--- config.mk ---
export PLATFORM = sky130hd
export DESIGN_NAME = ccr_cycle_ctrl
export DESIGN_NICKNAME = d
export VERILOG_FILES = /design/src/logic/ccr_recovery_timer.v /design/src/logic/ccr_cycle_ctrl.v
export VERILOG_INCLUDE_DIRS = /design/src /design/src/logic
export SDC_FILE = /design/constraint.sdc
export NUM_CORES = 1
export LEC_CHECK = 0
export ABC_AREA = 1
export ABC_CLOCK_PERIOD_IN_PS = 1500
export BUFFER_PORTS_ARGS = -buffer_cell sky130_fd_sc_hd__buf_4
export CORE_UTILIZATION = 40
export CTS_CLUSTER_DIAMETER = 40
export DETAILED_ROUTE_END_ITERATION = 8
export PLACE_DENSITY = 0.73
export SYNTH_ARGS = -nofsm -noshare
export SYNTH_HDL_FRONTEND = slang
export SYNTH_SLANG_ARGS = --single-unit
--- constraint.sdc ---
create_clock -name clock -period 1.5 [get_ports clock]
set_input_delay 0.3 -clock clock [delete_from_list [all_inputs] [get_ports clock]]
set_output_delay 0.3 -clock clock [all_outputs]
set_load 0.02 [all_outputs]
--- src/logic/ccr_map.vh ---
// Constants for the channel cycle control and I/O recovery block
// Contract
// - Fast ROM select low: ROM reads run as plain default channel reads.
// - Fast ROM select high: extra wait states added to ROM reads.
// - Early-end during board DRAM access gives processor ready next cycle.
// - DMA status lines are inputs when DMA masters, outputs when processor does.
// - Next-address output drives the processor for address pipelining.
// - Recovery selects sampled at command strobe start, processor I/O cycles only.
// - Two sampled select bits pick one of four recovery durations.
// - I/O cycle end starts recovery timer; it expires after chosen duration.
// - Next I/O cycle waits before command strobe until timer expires.
// - Processor ready output completes all cycles, early-ended DRAM ones too.
`ifndef CCR_MAP_VH
`define CCR_MAP_VH
`define CCR_ADDR_W        4
`define CCR_OFS_CTRL      4'h0
`define CCR_OFS_STATUS    4'h4
`define CCR_CTRL_ROMWS_LO 0
`define CCR_CTRL_ROMWS_HI 3
`define CCR_CTRL_RECEN    8
`define CCR_CTRL_RST      32'h0000_0104
`define CCR_REC0_CYC      8
`define CCR_REC1_CYC      16
`define CCR_REC2_CYC      32
`define CCR_REC3_CYC      64
`define CCR_CMD_CYC       4'h2
`endif

--- src/logic/ccr_recovery_timer.v ---
// I/O recovery timer with four selectable durations
`timescale 1ns/10ps
`include "ccr_map.vh"
module ccr_recovery_timer #(
  parameter integer REC0 = `CCR_REC0_CYC,
  parameter integer REC1 = `CCR_REC1_CYC,
  parameter integer REC2 = `CCR_REC2_CYC,
  parameter integer REC3 = `CCR_REC3_CYC
) (
  input  wire       clock,     // processor clock
  input  wire       reset_n,   // async reset, active low
  input  wire       sel_load,  // command strobe leading edge of a processor I/O cycle
  input  wire [1:0] sel_in,    // recovery select pair
  input  wire       start,     // I/O cycle finished
  output reg  [1:0] sel_q,     // latched select
  output reg        busy_q     // recovery running
);
  reg [7:0] cnt_q;
  reg [7:0] dur;

  always @* begin
    case (sel_q)
      2'b00:   dur = REC0[7:0];
      2'b01:   dur = REC1[7:0];
      2'b10:   dur = REC2[7:0];
      default: dur = REC3[7:0];
    endcase
  end

  always @(posedge clock or negedge reset_n) begin
    if (!reset_n) begin
      sel_q  <= 2'b00;
      cnt_q  <= 8'h00;
      busy_q <= 1'b0;
    end else begin
      if (sel_load) begin
        sel_q <= sel_in;
      end
      if (start) begin
        cnt_q  <= dur - 8'h01;
        busy_q <= 1'b1;
      end else if (busy_q) begin
        if (cnt_q == 8'h00) begin
          busy_q <= 1'b0;
        end else begin
          cnt_q <= cnt_q - 8'h01;
        end
      end
    end
  end
endmodule

--- src/logic/ccr_cycle_ctrl.v ---
// Processor cycle control: channel strobes, ROM wait states, DRAM early end, I/O recovery
`timescale 1ns/10ps
`include "ccr_map.vh"
module ccr_cycle_ctrl #(
  parameter integer REC0 = `CCR_REC0_CYC,
  parameter integer REC1 = `CCR_REC1_CYC,
  parameter integer REC2 = `CCR_REC2_CYC,
  parameter integer REC3 = `CCR_REC3_CYC
) (
  input  wire        clock,                        // processor clock, 250 MHz
  input  wire        reset_n,                      // async reset, active low
  input  wire        cpu_addr_strobe_n,            // processor address valid
  input  wire        cpu_write_or_read,            // 1 write, 0 read
  input  wire        cpu_data_or_ctrl,             // 1 data, 0 control
  input  wire        channel_mem_or_io,            // 1 memory, 0 I/O
  input  wire        board_dram_hit_n,             // board DRAM decode
  input  wire        dram_early_end_n,             // terminate DRAM access
  input  wire        rom_hit_n,                    // ROM decode
  input  wire        cpu_ready_in_n,               // processor ready seen on bus
  input  wire        channel_ready_n,              // channel not ready when high
  input  wire        fast_rom_select_n,            // strap, async
  input  wire        recovery_sel_hi,              // recovery select bit 1
  input  wire        recovery_sel_lo,              // recovery select bit 0
  input  wire        dma_master,                   // DMA owns the bus
  input  wire        dma_stat0_n_in,               // DMA status 0 pin level
  input  wire        dma_stat1_n_in,               // DMA status 1 pin level
  output reg         dma_stat0_n_out,              // DMA status 0 drive value
  output reg         dma_stat1_n_out,              // DMA status 1 drive value
  output reg         dma_stat_oe_n,                // low while driving status pins
  output reg         cpu_ready_out_n,              // processor ready
  output reg         next_addr_req_n,              // next address request
  output reg         channel_addr_latch_n,         // channel address latch
  output reg         channel_cmd_strobe_n,         // channel command
  output reg         channel_matched_mem_strobe_n, // matched memory command
  output reg         channel_stat0_n,              // channel status 0
  output reg         channel_stat1_n,              // channel status 1
  input  wire        psel,                         // APB select
  input  wire        penable,                      // APB enable
  input  wire        pwrite,                       // APB write
  input  wire [31:0] paddr,                        // APB byte address
  input  wire [31:0] pwdata,                       // APB write data
  output reg  [31:0] prdata,                       // APB read data
  output reg         pready,                       // APB ready
  output reg         pslverr                       // APB error
);
  localparam [2:0] ST_IDLE = 3'b000;
  localparam [2:0] ST_DRAM = 3'b001;
  localparam [2:0] ST_ADDR = 3'b010;
  localparam [2:0] ST_HOLD = 3'b011;
  localparam [2:0] ST_CMD  = 3'b100;
  localparam [2:0] ST_END  = 3'b101;

  reg  [2:0]  state_q;
  reg  [4:0]  wait_q;
  reg         is_io_q;
  reg         is_rom_q;
  reg         is_mem_q;
  reg  [31:0] ctrl_q;
  reg  [1:0]  frs_sync_q;
  reg  [1:0]  ds0_sync_q;
  reg  [1:0]  ds1_sync_q;
  reg         sel_load;
  reg         rec_start;
  wire        rec_busy;
  wire [1:0]  rec_sel;
  wire        rom_slow;
  wire        rec_en;
  wire [4:0]  cmd_len;
  wire [3:0]  rom_ws;

  // Straps and DMA-driven status come from outside this clock
  always @(posedge clock or negedge reset_n) begin
    if (!reset_n) begin
      frs_sync_q <= 2'b00;
      ds0_sync_q <= 2'b11;
      ds1_sync_q <= 2'b11;
    end else begin
      frs_sync_q <= {frs_sync_q[0], fast_rom_select_n};
      ds0_sync_q <= {ds0_sync_q[0], dma_stat0_n_in};
      ds1_sync_q <= {ds1_sync_q[0], dma_stat1_n_in};
    end
  end

  assign rom_slow = frs_sync_q[1];
  assign rec_en   = ctrl_q[`CCR_CTRL_RECEN];
  assign rom_ws   = ctrl_q[`CCR_CTRL_ROMWS_HI:`CCR_CTRL_ROMWS_LO];
  // Slow ROM stretches the command; one extra bit so 2 plus a wait count of 15, a total of 17, cannot wrap
  assign cmd_len  = (is_rom_q && rom_slow) ?
                    ({1'b0, `CCR_CMD_CYC} + {1'b0, rom_ws}) :
                    {1'b0, `CCR_CMD_CYC};

  ccr_recovery_timer #(
    .REC0(REC0),
    .REC1(REC1),
    .REC2(REC2),
    .REC3(REC3)
  ) u_rec (
    .clock    (clock),
    .reset_n  (reset_n),
    .sel_load (sel_load),
    .sel_in   ({recovery_sel_hi, recovery_sel_lo}),
    .start    (rec_start),
    .sel_q    (rec_sel),
    .busy_q   (rec_busy)
  );

  always @* begin
    sel_load  = 1'b0;
    rec_start = 1'b0;
    // Selects only meaningful for processor I/O; DMA cycles never reach here
    if ((state_q == ST_ADDR || state_q == ST_HOLD) && is_io_q &&
        !(rec_busy && rec_en)) begin
      sel_load = 1'b1;
    end
    if (state_q == ST_END && is_io_q && rec_en) begin
      rec_start = 1'b1;
    end
  end

  always @(posedge clock or negedge reset_n) begin
    if (!reset_n) begin
      state_q                      <= ST_IDLE;
      wait_q                       <= 5'h00;
      is_io_q                      <= 1'b0;
      is_rom_q                     <= 1'b0;
      is_mem_q                     <= 1'b0;
      cpu_ready_out_n              <= 1'b1;
      next_addr_req_n              <= 1'b1;
      channel_addr_latch_n         <= 1'b1;
      channel_cmd_strobe_n         <= 1'b1;
      channel_matched_mem_strobe_n <= 1'b1;
      channel_stat0_n              <= 1'b1;
      channel_stat1_n              <= 1'b1;
    end else begin
      cpu_ready_out_n <= 1'b1;
      next_addr_req_n <= 1'b1;
      case (state_q)
        ST_IDLE: begin
          if (!cpu_addr_strobe_n && !dma_master) begin
            is_io_q  <= !channel_mem_or_io && cpu_data_or_ctrl;
            is_mem_q <= channel_mem_or_io;
            is_rom_q <= !rom_hit_n && !cpu_write_or_read;
            if (!board_dram_hit_n) begin
              state_q <= ST_DRAM;
            end else begin
              state_q              <= ST_ADDR;
              channel_addr_latch_n <= 1'b0;
              channel_stat0_n      <= cpu_write_or_read;
              channel_stat1_n      <= !cpu_write_or_read;
            end
          end
        end
        ST_DRAM: begin
          if (!dram_early_end_n) begin
            cpu_ready_out_n <= 1'b0;
            next_addr_req_n <= 1'b0;
            state_q         <= ST_END;
          end
        end
        ST_ADDR, ST_HOLD: begin
          channel_addr_latch_n <= 1'b1;
          if (is_io_q && rec_busy && rec_en) begin
            state_q <= ST_HOLD;
          end else begin
            state_q                      <= ST_CMD;
            wait_q                       <= cmd_len;
            channel_cmd_strobe_n         <= 1'b0;
            channel_matched_mem_strobe_n <= !is_mem_q;
          end
        end
        ST_CMD: begin
          if (wait_q != 5'h00) begin
            wait_q <= wait_q - 5'h01;
          end else if (!channel_ready_n) begin
            channel_cmd_strobe_n         <= 1'b1;
            channel_matched_mem_strobe_n <= 1'b1;
            channel_stat0_n              <= 1'b1;
            channel_stat1_n              <= 1'b1;
            cpu_ready_out_n              <= 1'b0;
            next_addr_req_n              <= 1'b0;
            state_q                      <= ST_END;
          end
        end
        ST_END: begin
          // One idle cycle lets the address strobe of this cycle drop
          is_io_q  <= 1'b0;
          state_q  <= ST_IDLE;
        end
        default: begin
          state_q <= ST_IDLE;
        end
      endcase
    end
  end

  // DMA status pins: driven from processor status only while it masters
  always @(posedge clock or negedge reset_n) begin
    if (!reset_n) begin
      dma_stat_oe_n   <= 1'b1;
      dma_stat0_n_out <= 1'b1;
      dma_stat1_n_out <= 1'b1;
    end else begin
      dma_stat_oe_n   <= dma_master;
      dma_stat0_n_out <= channel_stat0_n;
      dma_stat1_n_out <= channel_stat1_n;
    end
  end

  // APB slave; answer one cycle into the access phase
  always @(posedge clock or negedge reset_n) begin
    if (!reset_n) begin
      ctrl_q  <= `CCR_CTRL_RST;
      prdata  <= 32'h0000_0000;
      pready  <= 1'b0;
      pslverr <= 1'b0;
    end else begin
      pready  <= 1'b0;
      pslverr <= 1'b0;
      // Write lands only on the edge where the master sees pready
      if (psel && penable && pready && pwrite && !pslverr &&
          paddr[`CCR_ADDR_W-1:0] == `CCR_OFS_CTRL) begin
        ctrl_q <= pwdata & (`CCR_CTRL_RST | 32'h0000_000F);
      end
      if (psel && penable && !pready) begin
        pready <= 1'b1;
        prdata <= 32'h0000_0000;
        case (paddr[`CCR_ADDR_W-1:0])
          `CCR_OFS_CTRL: begin
            if (!pwrite) begin
              prdata <= ctrl_q;
            end
          end
          `CCR_OFS_STATUS: begin
            if (!pwrite) begin
              prdata <= {22'h000000, ds1_sync_q[1], ds0_sync_q[1], cpu_ready_in_n,
                         rom_slow, rec_sel, rec_busy, state_q};
            end
          end
          default: begin
            pslverr <= 1'b1;
          end
        endcase
        if (paddr[31:`CCR_ADDR_W] != 28'h0000000) begin
          pslverr <= 1'b1;
        end
      end
    end
  end
endmodule

Word-level counts from Yosys, hierarchy flattened
Cells that the tools add are included.
{"block": "totals", "reg_bits": 76, "inputBits": 84, "output_inout_bits": 44, "word_cells": 140}
{"block": "classes", "add_sub_neg": 4, "n_eq_ne": 16, "n_mux": 48, "n_reduce_logical": 48}
{"operator": "$reduce_bool 28->1", "count": 1}
{"operator": "$mux 8", "count": 3}
{"operator": "$mux 1", "count": 23}
{"operator": "$pmux 7 s3", "count": 1}
{"operator": "$pmux 10 s2", "count": 1}
{"operator": "$logic_and 1x1->1", "count": 17}
{"operator": "$ne 2x2->1 const B", "count": 8}
{"operator": "$mux 3", "count": 5}
{"operator": "$mux 5", "count": 3}
{"operator": "$pmux 1 s2", "count": 7}
{"operator": "$pmux 3 s4", "count": 1}
{"operator": "$mux 10", "count": 1}
{"operator": "$pmux 5 s2", "count": 1}
{"operator": "$reduce_bool 2->1", "count": 5}
{"operator": "$logic_not 1->1", "count": 9}
{"operator": "$mux 9", "count": 1}
{"operator": "$logic_not 8->1", "count": 1}
{"operator": "$reduce_and 4->1", "count": 2}
{"operator": "$sub 7x1->8 const B", "count": 1}
{"operator": "$sub 8x1->8 const B", "count": 1}
{"operator": "$eq 3x2->1 const B", "count": 2}
{"operator": "$eq 3x3->1 const B", "count": 2}
{"operator": "$reduce_and 2->1", "count": 3}
{"operator": "$reduce_and 3->1", "count": 2}
{"operator": "other kinds (14)", "count": 15}

Depth between registers and ports, before layout
Gate-level depths: netlist of the first run.
{"block": "logic_depth", "ltp_word": 6, "depth_mapped": 12, "ltp_nobuf": 12}

Cells and area by module
From an unflattened synthesis of the first run, not the netlist that was laid out.
{"block": "unflattened", "hier_cells": 386, "area_unflattened_um2": 2989.1}
{"mod": "ccr_cycle_ctrl", "n_inst": 1, "cells_per_inst": 288, "area_per_inst_um2": 2302.2, "seq_area_each_um2": 1094.8}
{"mod": "ccr_recovery_timer", "n_inst": 1, "cells_per_inst": 98, "area_per_inst_um2": 686.9, "seq_area_each_um2": 275.3}

Worst setup path after synthesis of the first run
No wires, ideal clock.
{"block": "synth_path", "path_type": "register -> register", "from": "register ctrl_q[8]", "to": "register u_rec.cnt_q[6]", "t_arrival_ns": 1.465, "required_time_ns": 1.375, "path_slack_ns": -0.091, "stages_incl_launch_ff": 11, "path_buffers": 0, "cell_sequence": "dfstp_2 nand2_2 inv_1 nand3_2 nand2_1 ha_1 nand2_1 nor2_1 nand3_1 nand2_1 nand3_1"}
{"block": "synth_via", "elab_chain_len": 4, "elab_cells_between_ends": 6, "classes_between": "eq/ne (1); mux (2); reduce/logical (3)"}
{"element": "from (decl)", "line": "ccr_cycle_ctrl.v:58", "rtl": "reg [31:0] ctrl_q;"}
{"element": "from (signal assigned)", "line": "ccr_cycle_ctrl.v:212", "rtl": "ctrl_q <= `CCR_CTRL_RST;"}
{"element": "from (signal assigned)", "line": "ccr_cycle_ctrl.v:222", "rtl": "ctrl_q <= pwdata & (`CCR_CTRL_RST | 32'h0000_000F);"}
{"element": "$logic_and 1x1->1 (*)", "line": "ccr_cycle_ctrl.v:115", "rtl": "if (state_q == ST_END && is_io_q && rec_en) begin"}
{"element": "$mux 1 (*)", "line": "ccr_cycle_ctrl.v:115"}
{"element": "$ne 2x2->1 (no line) / $reduce_bool 2->1 (equally long branches)"}
{"element": "$reduce_and 2->1 (no line)"}
{"element": "to (signal assigned)", "line": "ccr_recovery_timer.v:40", "rtl": "cnt_q <= dur - 8'h01;"}
{"element": "to (signal assigned)", "line": "ccr_recovery_timer.v:46", "rtl": "cnt_q <= cnt_q - 8'h01;"}
{"element": "to (decl)", "line": "ccr_recovery_timer.v:18", "rtl": "reg [7:0] cnt_q;"}
Every way passes the cells marked *; elsewhere a longest branch is shown, timed or not.
A chain may end at the register's enable or synchronous reset.

Worst setup path after layout of the first run
{"block": "layout_path", "from": "register ctrl_q[8]", "to": "register u_rec.cnt_q[4]"}
The elaborated chain is that of the path after synthesis.

==> results of run 1 <==
-- state kept, by name, indices dropped and copies added (netlist names), 2 cells and up --
name	flops
ctrl_q	5
ds0_sync_q	2
ds1_sync_q	2
frs_sync_q	2
prdata	10
state_q	3
u_rec.cnt_q	8
u_rec.sel_q	2
wait_q	5
-- synth_stat cells --
library cell / count
o221ai_1: 4
clkbuf_1: 1
o21bai_1: 1
a21oi_2: 1
nor3_4: 1
dfrtp_1: 39
a21oi_1: 16
ha_1: 4
or2_2: 1
clkinv_2: 1
nand2_1: 67
nor4_1: 7
inv_2: 1
nor2_4: 2
nand2_2: 4
conb_1: 1
nand3_2: 1
o22ai_1: 2
xor2_1: 1
buf_4: 23
a32o_1: 3
nand3_1: 17
nand4_1: 3
nor3b_4: 1
a22oi_1: 1
nor3_1: 5
a31oi_1: 1
nor2_2: 2
xnor2_1: 2
dfstp_2: 15
o21ai_0: 19
o21ai_1: 1
nor2_1: 38
o211ai_1: 1
inv_1: 42
o31ai_1: 1
-- area by class of cell --
cell class	count	area share [%]
timing repair buffer	117	22.6
clock inverter	2	0.437
tap	77	2.41
sequential	54	34.3
clock buffer	6	1.81
multi-input combinational	230	34.2
inverter	44	4.22
-- cells in the final DEF (no fill, tap or decap), types with 3 or more instances in the layout --
| master | instances |
|---|---|
| nand2_2 | 13 |
| nand4_1 | 3 |
| dfstp_2 | 15 |
| a32o_1 | 3 |
| inv_2 | 8 |
| inv_1 | 34 |
| nor3_1 | 4 |
| conb_1 | 22 |
| dfrtp_1 | 36 |
| nand2_1 | 52 |
| o221ai_1 | 4 |
| o21ai_2 | 6 |
| nor2_2 | 6 |
| nand3_4 | 3 |
| nand3_1 | 10 |
| o21ai_0 | 11 |
| nor4_1 | 7 |
| clkbuf_8 | 5 |
| buf_4 | 112 |
| nor2_1 | 31 |
| o21ai_1 | 3 |
| nand3_2 | 6 |
| nor2_4 | 5 |
| nand2_4 | 6 |
| buf_6 | 3 |
| dfrtp_2 | 3 |
| a21oi_1 | 15 |
-- path summary, 6_finish.rpt --
kind | from | cells after the start | to
hold reg to reg | frs_sync_q[0] | 0 | frs_sync_q[1]
min in group asynchronous | reset_n | 2 | u_rec.cnt_q[0]
max in group asynchronous | reset_n | 3 | ctrl_q[2]
setup / recovery | ctrl_q[8] | 12 | u_rec.cnt_q[4]
setup reg to reg | ctrl_q[8] | 12 | u_rec.cnt_q[4]
hold / removal | dma_master | 1 | dma_stat_oe_n
-- through the flow --
stage | util (%) | power, mW
6_report | 61.3 | 6.60
4_1_cts | 58.3 | 6.00
3_3_place_gp | 55.0 | 4.76
5_1_grt | 61.3 | 7.06
3_5_place_dp | 55.0 | 4.85
2_1_floorplan | - | 3.93
-- what timing repair did --
action                                  in CTS  in global routing
setup buffers                                6                  7
endpoints found under the hold margin       13                  0
gates cloned                                 1                  0
endpoints found under the setup margin       7                 20
resized for setup                           20                 48
hold buffers                                 1                  0
pin swaps                                   11                 20
-- per-layer routing --
metal	wire (µm)	global-route usage (%)
met5	0	0
met4	159	6.36
met1	2910	24.7
met2	3800	33.4
met3	303	4.67
-- worst max-delay path: stages, from the launching register on --
cell,delay [ps]
dfstp_2,570
nand2_4,70
inv_4,80
nand3_4,130
nand2_4,100
ha_4,140
nand2_4,60
inv_2,60
nand2_2,50
nand2_2,60
o21ai_2,50
nand2_1,60
nand2_1,50
-- power by group through the flow --
stage	Combinational (mW)	Clock, mW	Sequential [mW]
global route	3.89	0.914	2.26
global placement	2.59	0	2.17
finish	3.56	0.831	2.21
floorplan	1.65	0	2.28
CTS	2.96	0.853	2.19
detailed placement	2.67	0	2.18
-- cells by family (layout without fill, tap and decap cells) --
group                      after synthesis  after routing
AOI/OAI and AO/OA                       51             51
adders and majority gates                4              4
other                                    1             22
DFF                                     54             54
buffers and inverters                   68            169
and+or+nand+nor                        149            150
xor gates and xnor gates                 3              3
==> results.py, run 1 <==
metrics = {
    "run_status": {
        "violations": "negative setup slack",
        "status": "complete, but fails checks",
    },
    "logic_synthesis": {
        "yosysTopAreaCell": "dfrtp_1",
        "synthSimpleGateAreaFrac_pct": 24.4,
        "ys_seq_area_share_pct": 49.4,
        "ys_warn_count": 0,
        "synth_cell_type_count": 36,
        "synth_compound_area_share_pct": 10.9,
        "synth_top_family_by_area": "simple AND/OR/NAND/NOR gates",
        "synth_area_per_cell_um2": 8.41,
        "synthMuxAreaShare_pct": 0,
        "synthXorXnorAreaFrac_pct": 0.947,
        "ys_ff_latch": 54,
        "synthCells": 330,
        "synth_area_mm2": 0.00277,
        "synth.top_cell.area_share_pct": 35.2,
        "synth_fa_ha_area_share_pct": 1.80,
        "synthTopCellsByArea": "dfrtp_1 35%, dfstp_2 14%, nand2_1 9.1%",
    },
    "pwr": {
        "p_int_mw": 3.79,
        "pwr-share-seq_pct": 33.5,
        "p_clk_share_pct": 12.6,
        "switching_share_pct": 42.7,
        "powerDensity_mw_per_mm2": 1650,
        "p_leak_nw": 2.02,
        "irDropWorstVdd_v": 0.000791,
        "combPwrFrac_pct": 53.9,
        "switchingPower_mw": 2.82,
    },
    "routing": {
        "drt-total-wl_mm": 7.17,
        "first_iter_violations": 176,
        "via_count": 2608,
        "vias_per_cell": 4.92,
        "wl_per_cell_um": 13.5,
        "ant_nets": 0,
        "route.detailed.drc": 0,
        "firstDrtPassIters": 4,
    },
    "clock_tree": {
        "root_buffer": "clkbuf_8",
        "h-tree-depth": 2,
        "cts_tree": "done",
        "clkTransAtPathRegs_ps": 110,
        "clock-sinks": 54,
        "clk-insertion-delay-late_ps": 320,
        "cts_buffers": 5,
        "max-clock-path-buffers": 2,
    },
    "timing": {
        "fmax_mhz": 632,
        "min_period_ps": 1580,
        "setup_ws_ps": -82.4,
        "holdWs_ps": 82.4,
        "rsz0062_at_grt": "true",
        "setup-violations-final": 7,
        "maxSlewViolCount": 0,
        "tns_ps": -183,
        "final_hold_viol_count": 0,
        "fin_crit_sh_pct": 105,
        "finClkSkew_ps": 13.4,
    },
    "die": {
        "fp.dieW_um": 85.3,
        "num_io_pins": 128,
        "dieArea_mm2": 0.00727,
        "start_util_pct": 42.5,
        "die_h_um": 85.3,
        "core_area_mm2": 0.00653,
        "placementRows": 29,
    },
    "global_routing": {
        "grt_usage_pct": 19.6,
        "grt_max_degree": 33,
        "grt_first_pass_wirelength_mm": 11.3,
        "gr-total-overflow": 0,
        "antenna_found_initial": 0,
        "grt_pass1_vias": 2557,
    },
    "critical_path": {
        "worstSetupStartpointType": "register",
        "worst-path-max-fanout": 5,
        "r2r_slack_ps": -80,
        "worstPathRequired_ps": 1710,
        "arrival_ps": 1790,
        "worstSetupPathType": "register to register",
        "end_kind": "register",
    },
    "final_layout": {
        "drive_gt1_share_pct": 45.0,
        "post-route-cell-area_mm2": 0.00401,
        "final_nets": 540,
        "n_antenna_cell": 0,
        "multiInputGateArea_mm2": 0.00137,
        "final_cells": 530,
        "syn2layout_area_growth_pct": 44.4,
        "regArea_mm2": 0.00137,
        "num-fill-cells": 567,
    },
    "placement": {
        "io_buffers": 78,
        "preCtsSetupSlack_ps": -129,
        "hpwl_mm": 5.10,
        "dp_cells": 507,
        "gp_congestion": 0.869,
        "dpl-instance-area_mm2": 0.00359,
    },
    "job": {
        "cap_violations": 0,
    },
    "hold_path": {
        "hold_path_class": "input port to register",
    },
}
No activity file was read; power rests on OpenSTA's default activity.
==> run 2: changes to the inputs <==
ABC_CLOCK_PERIOD_IN_PS = 1250   (was 1500)
clock period = 1.25 ns   (was 1.5 ns; I/O delays follow)
==> results.py, run 2 (same netlist as run 1, synthesis figures left out) <==
metrics = {
    "run_status": {
        "status": "complete, but fails checks",
        "violations": "negative setup slack",
    },
    "placement": {
        "dpl-instance-area_mm2": 0.00387,
        "io_buffers": 78,
        "hpwl_mm": 5.25,
        "dp_cells": 534,
        "gp_congestion": 0.817,
    },
    "timing": {
        "final_hold_viol_count": 0,
        "min_period_ps": 1570,
        "maxSlewViolCount": 0,
        "fmax_mhz": 637,
        "finClkSkew_ps": 8.43,
        "fin_crit_sh_pct": 126,
        "setup-violations-final": 26,
        "rsz0062_at_grt": "true",
        "setup_ws_ps": -320,
    },
    "final_layout": {
        "reg_top3": "prdata (10), u_rec.cnt_q (8)",
        "largest_reg_flops": 10,
        "num-fill-cells": 497,
        "final_nets": 569,
        "final_cell_mix": "128 x buf_4, 46 x nand2_1, 37 x dfrtp_1",
        "final_common_cell": "buf_4",
        "regMostFlops": "prdata",
        "drive_gt1_share_pct": 54.6,
        "final_cells": 559,
        "syn2layout_area_growth_pct": 62.1,
        "n_antenna_cell": 0,
        "post-route-cell-area_mm2": 0.00450,
    },
    "critical_path": {
        "worstSetupPathType": "register to register",
        "worstPathRequired_ps": 1450,
        "r2r_slack_ps": -320,
        "end_kind": "register",
        "worstSetupStartpointType": "register",
        "worst-path-max-fanout": 8,
        "arrival_ps": 1770,
    },
    "die": {
        "dieArea_mm2": 0.00727,
        "placementRows": 29,
        "num_io_pins": 128,
        "core_area_mm2": 0.00653,
        "die_h_um": 85.3,
        "start_util_pct": 42.5,
        "fp.dieW_um": 85.3,
    },
    "clock_tree": {
        "max-clock-path-buffers": 2,
        "cts_buffers": 5,
        "root_buffer": "clkbuf_8",
        "clk-insertion-delay-late_ps": 310,
        "h-tree-depth": 2,
        "cts_tree": "done",
        "clkTransAtPathRegs_ps": 100,
        "clock-sinks": 54,
    },
    "routing": {
        "top_layer": "met4",
        "drt-total-wl_mm": 7.70,
        "wl_per_cell_um": 13.8,
        "route.detailed.drc": 0,
        "wl_met2_mm": 4.17,
        "wl_met1_mm": 3.17,
        "vias_per_cell": 4.91,
        "route.met3.wl_um": 254,
        "ant_nets": 0,
        "firstDrtPassIters": 4,
        "via_count": 2743,
        "first_iter_violations": 101,
    },
    "global_routing": {
        "gr-total-overflow": 0,
        "grt_usage_pct": 21.2,
        "grt_first_pass_wirelength_mm": 12.3,
        "antenna_found_initial": 0,
        "grt_pass1_vias": 2695,
        "grt_max_degree": 23,
    },
    "job": {
        "cap_violations": 0,
    },
    "hold_path": {
        "hold_path_class": "input port to register",
    },
    "pwr": {
        "powerDensity_mw_per_mm2": 2050,
        "p_leak_nw": 2.24,
        "irDropWorstVdd_v": 0.00137,
    },
}
==> run 2: layout make-up <==
class | count | area (µm²) | area share [%]
clock inverters | 3 | 22.5 | 0.501
multi-input cells | 230 | 1570 | 34.9
flip-flops and latches | 54 | 1370 | 30.5
repair buffers | 146 | 1170 | 26.1
clock buffers | 5 | 68.8 | 1.53
well taps | 77 | 96.3 | 2.14
inverters | 44 | 190 | 4.23
==> run 2: critical path: stages, from the launching register on <==
cell and delay, ps:
dfrtp_2 460, buf_6 150, nor2_4 150, nand2_4 100, nor2_4 160, buf_6 120
nor3_4 40, buf_6 150, nor2_2 70, a31oi_1 40
==> run 2: routing by layer <==
layer	vias up	global-route usage, %
met4	0	6.36
met1	1332	26.7
met5	-	0
li1	1338	-
met2	63	37.8
met3	10	3.11
==> run 2: path summary, 6_finish.rpt <==
check / start / depth (start not counted) / to
min in group asynchronous: reset_n / 2 / u_rec.cnt_q[2]
min: dma_stat1_n_in / 1 / ds1_sync_q[0]
max reg2reg: state_q[1] / 9 / wait_q[4]
max in group asynchronous: reset_n / 3 / ctrl_q[2]
max: state_q[1] / 9 / wait_q[4]
min reg2reg: ds0_sync_q[0] / 0 / ds0_sync_q[1]
==> run 2: per-stage QoR <==
stage	hold slack [ps]	power (mW)	setup WS, ps	utilization [%]	setup TNS [ps]
after global routing	24.7	9.86	-419	68.8	-7540
after detailed placement	150	6.56	-311	59.2	-6690
after global placement	147	6.48	-285	59.2	-6120
after CTS	28.9	8.31	-291	64.5	-4390
final	38.4	9.21	-320	68.8	-5430
after floorplan	-45.6	4.88	-220	-	-1190
==> run 2: power breakdown <==
group / switching, mW / internal [mW] / total (mW)
Clock: 0.612 / 0.407 / 1.02
Sequential: 0.344 / 2.27 / 2.62
Combinational: 2.94 / 2.63 / 5.57
==> run 2: timing repair <==
action / 4_1_cts / 5_1_grt
gates resized for setup: 59 / 64
hold endpoints to repair: 15 / 0
buffers inserted: 8 / 11
pin swaps: 17 / 19
setup endpoints to repair: 30 / 40
hold buffers: 1 / 0
cloned: 1 / 0
==> run 3: changes to the inputs <==
CORE_UTILIZATION = 42   (was 40)
PLACE_DENSITY = 0.76   (was 0.73)
==> results.py, run 3 (same netlist as run 1, synthesis figures left out) <==
metrics = {
    "run_status": {
        "status": "complete, but fails checks",
        "violations": "negative setup slack",
    },
    "placement": {
        "preCtsSetupSlack_ps": -357,
        "io_buffers": 78,
        "hpwl_mm": 5.23,
        "gp_congestion": 0.844,
    },
    "final_layout": {
        "final_cell_mix": "119 x buf_4, 53 x nand2_1, 37 x dfrtp_1",
        "final_nets": 556,
        "n_antenna_cell": 0,
        "largest_reg_flops": 10,
        "regMostFlops": "prdata",
        "syn2layout_area_growth_pct": 51.7,
        "final_core_util_pct": 66.3,
        "drive_gt1_share_pct": 46.9,
        "reg_top3": "prdata (10), u_rec.cnt_q (8)",
        "final_common_cell": "buf_4",
    },
    "timing": {
        "fmax_mhz": 630,
        "tns_ps": -4600,
        "min_period_ps": 1590,
        "setup-violations-final": 26,
        "maxSlewViolCount": 0,
        "finClkSkew_ps": 6.21,
        "setup_ws_ps": -338,
        "fin_crit_sh_pct": 127,
        "rsz0062_at_grt": "true",
        "final_hold_viol_count": 0,
    },
    "clock_tree": {
        "cts_tree": "done",
        "clock-sinks": 54,
        "h-tree-depth": 2,
        "max-clock-path-buffers": 2,
        "clkTransAtPathRegs_ps": 100,
        "cts_buffers": 5,
        "clk-insertion-delay-late_ps": 310,
        "root_buffer": "clkbuf_8",
    },
    "die": {
        "placementRows": 29,
        "core_area_mm2": 0.00635,
        "die_h_um": 83.3,
        "dieArea_mm2": 0.00693,
        "num_io_pins": 128,
        "start_util_pct": 43.7,
        "fp.dieW_um": 83.3,
    },
    "routing": {
        "ant_nets": 0,
        "vias_per_cell": 4.95,
        "route.detailed.drc": 0,
        "via_count": 2703,
        "first_iter_violations": 123,
        "drt-total-wl_mm": 6.98,
        "wl_per_cell_um": 12.8,
        "firstDrtPassIters": 4,
    },
    "pwr": {
        "powerDensity_mw_per_mm2": 2010,
        "p_leak_nw": 2.14,
        "irDropWorstVdd_v": 0.00152,
    },
    "critical_path": {
        "end_kind": "register",
        "worstSetupStartpointType": "register",
        "worstSetupPathType": "register to register",
        "arrival_ps": 1790,
        "worst-path-max-fanout": 5,
        "worst_path_largest_cell_delay_ps": 580,
        "crit_chain": "nand2_4 -> inv_4 -> nand3_4 -> nand2_4 -> ha_4 -> nand2_4 -> nor2_4 -> nand3_1 -> nand2_1 -> nand3_1",
        "cp_slowest_cell": "dfstp_2",
        "critPathMostFrequentCell": "nand2_4",
        "worstPathRequired_ps": 1450,
    },
    "hold_path": {
        "hold_path_class": "input port to register",
    },
    "global_routing": {
        "grt_max_degree": 26,
        "gr-total-overflow": 0,
        "antenna_found_initial": 0,
        "grt_usage_pct": 21.3,
        "grt_first_pass_wirelength_mm": 12.0,
        "grt_pass1_vias": 2711,
    },
    "job": {
        "cap_violations": 0,
    },
}
[run 3: cell types whose count changed in the layout (fill, tap and decap cells not counted), moves of 4 or more]
cell,previous run,this run
nand3_1,10,14
a21oi_1,10,14
nor2_1,22,30
buf_4,128,119
nor2_4,13,8
nand2_1,46,53
a21oi_2,6,2
[run 3: power by group]
group	switching, mW	internal (mW)
Combinational	2.49	2.15
Sequential	0.333	2.27
Clock	0.591	0.599
Total	3.41	5.03
[run 3: final timing paths]
check / startpoint / to / slack (ps) / cells past startpoint
setup / recovery: ctrl_q[8] / u_rec.cnt_q[6] / -340 / 10
max in group asynchronous: reset_n / next_addr_req_n / 340 / 3
setup reg to reg: ctrl_q[8] / u_rec.cnt_q[6] / -340 / 10
min in group asynchronous: reset_n / u_rec.cnt_q[2] / 370 / 2
hold / removal: dma_stat1_n_in / ds1_sync_q[0] / 40 / 1
hold reg to reg: ds0_sync_q[0] / ds0_sync_q[1] / 360 / 0
[run 3: area by class of cell]
cell class | instances | area [µm²]
Fill cell | 486 | 2140
Timing Repair Buffer | 133 | 1060
Tap cell | 77 | 96.3
Sequential cell | 54 | 1370
Multi-Input combinational cell | 230 | 1400
Inverter | 44 | 173
Clock buffer | 6 | 72.6
Clock inverter | 2 | 37.5
[run 3: timing repair]
action	CTS	global route
resized for setup	30	35
hold endpoints to repair	19	0
setup endpoints to repair	29	42
buffers inserted	9	1
pin swaps	14	9
hold buffers	1	0
gates cloned	1	0
[run 3: per-layer routing]
| layer | share of wire, % | global-route usage [%] |
|---|---|---|
| met1 | 42 | 27.0 |
| met2 | 53 | 36.2 |
| met3 | 3.9 | 5.27 |
| met4 | 1.4 | 6.27 |
| met5 | 0 | 0 |
[run 3: worst max-delay path: cells and delay by family (launching register included)]
family | cells | cell delay [ps]
buffers and inverters | 1 | 80
adder cells (fa/ha/maj) | 1 | 140
AND/OR/NAND/NOR | 8 | 680
flip-flops | 1 | 580
[run 3: per-stage QoR]
| stage | hold slack (ps) | area, µm² | power, mW | cells |
|---|---|---|---|---|
| after detailed placement | 173 | 3810 | 6.40 | 526 |
| after floorplan | -45.6 | 2960 | 4.88 | 351 |
| after global routing | 16.3 | 4210 | 9.02 | 546 |
| after global placement | 169 | 3810 | 6.27 | 526 |
| after CTS | 37.3 | 4100 | 8.07 | 545 |
| final | 38.5 | 4210 | 8.44 | 546 |
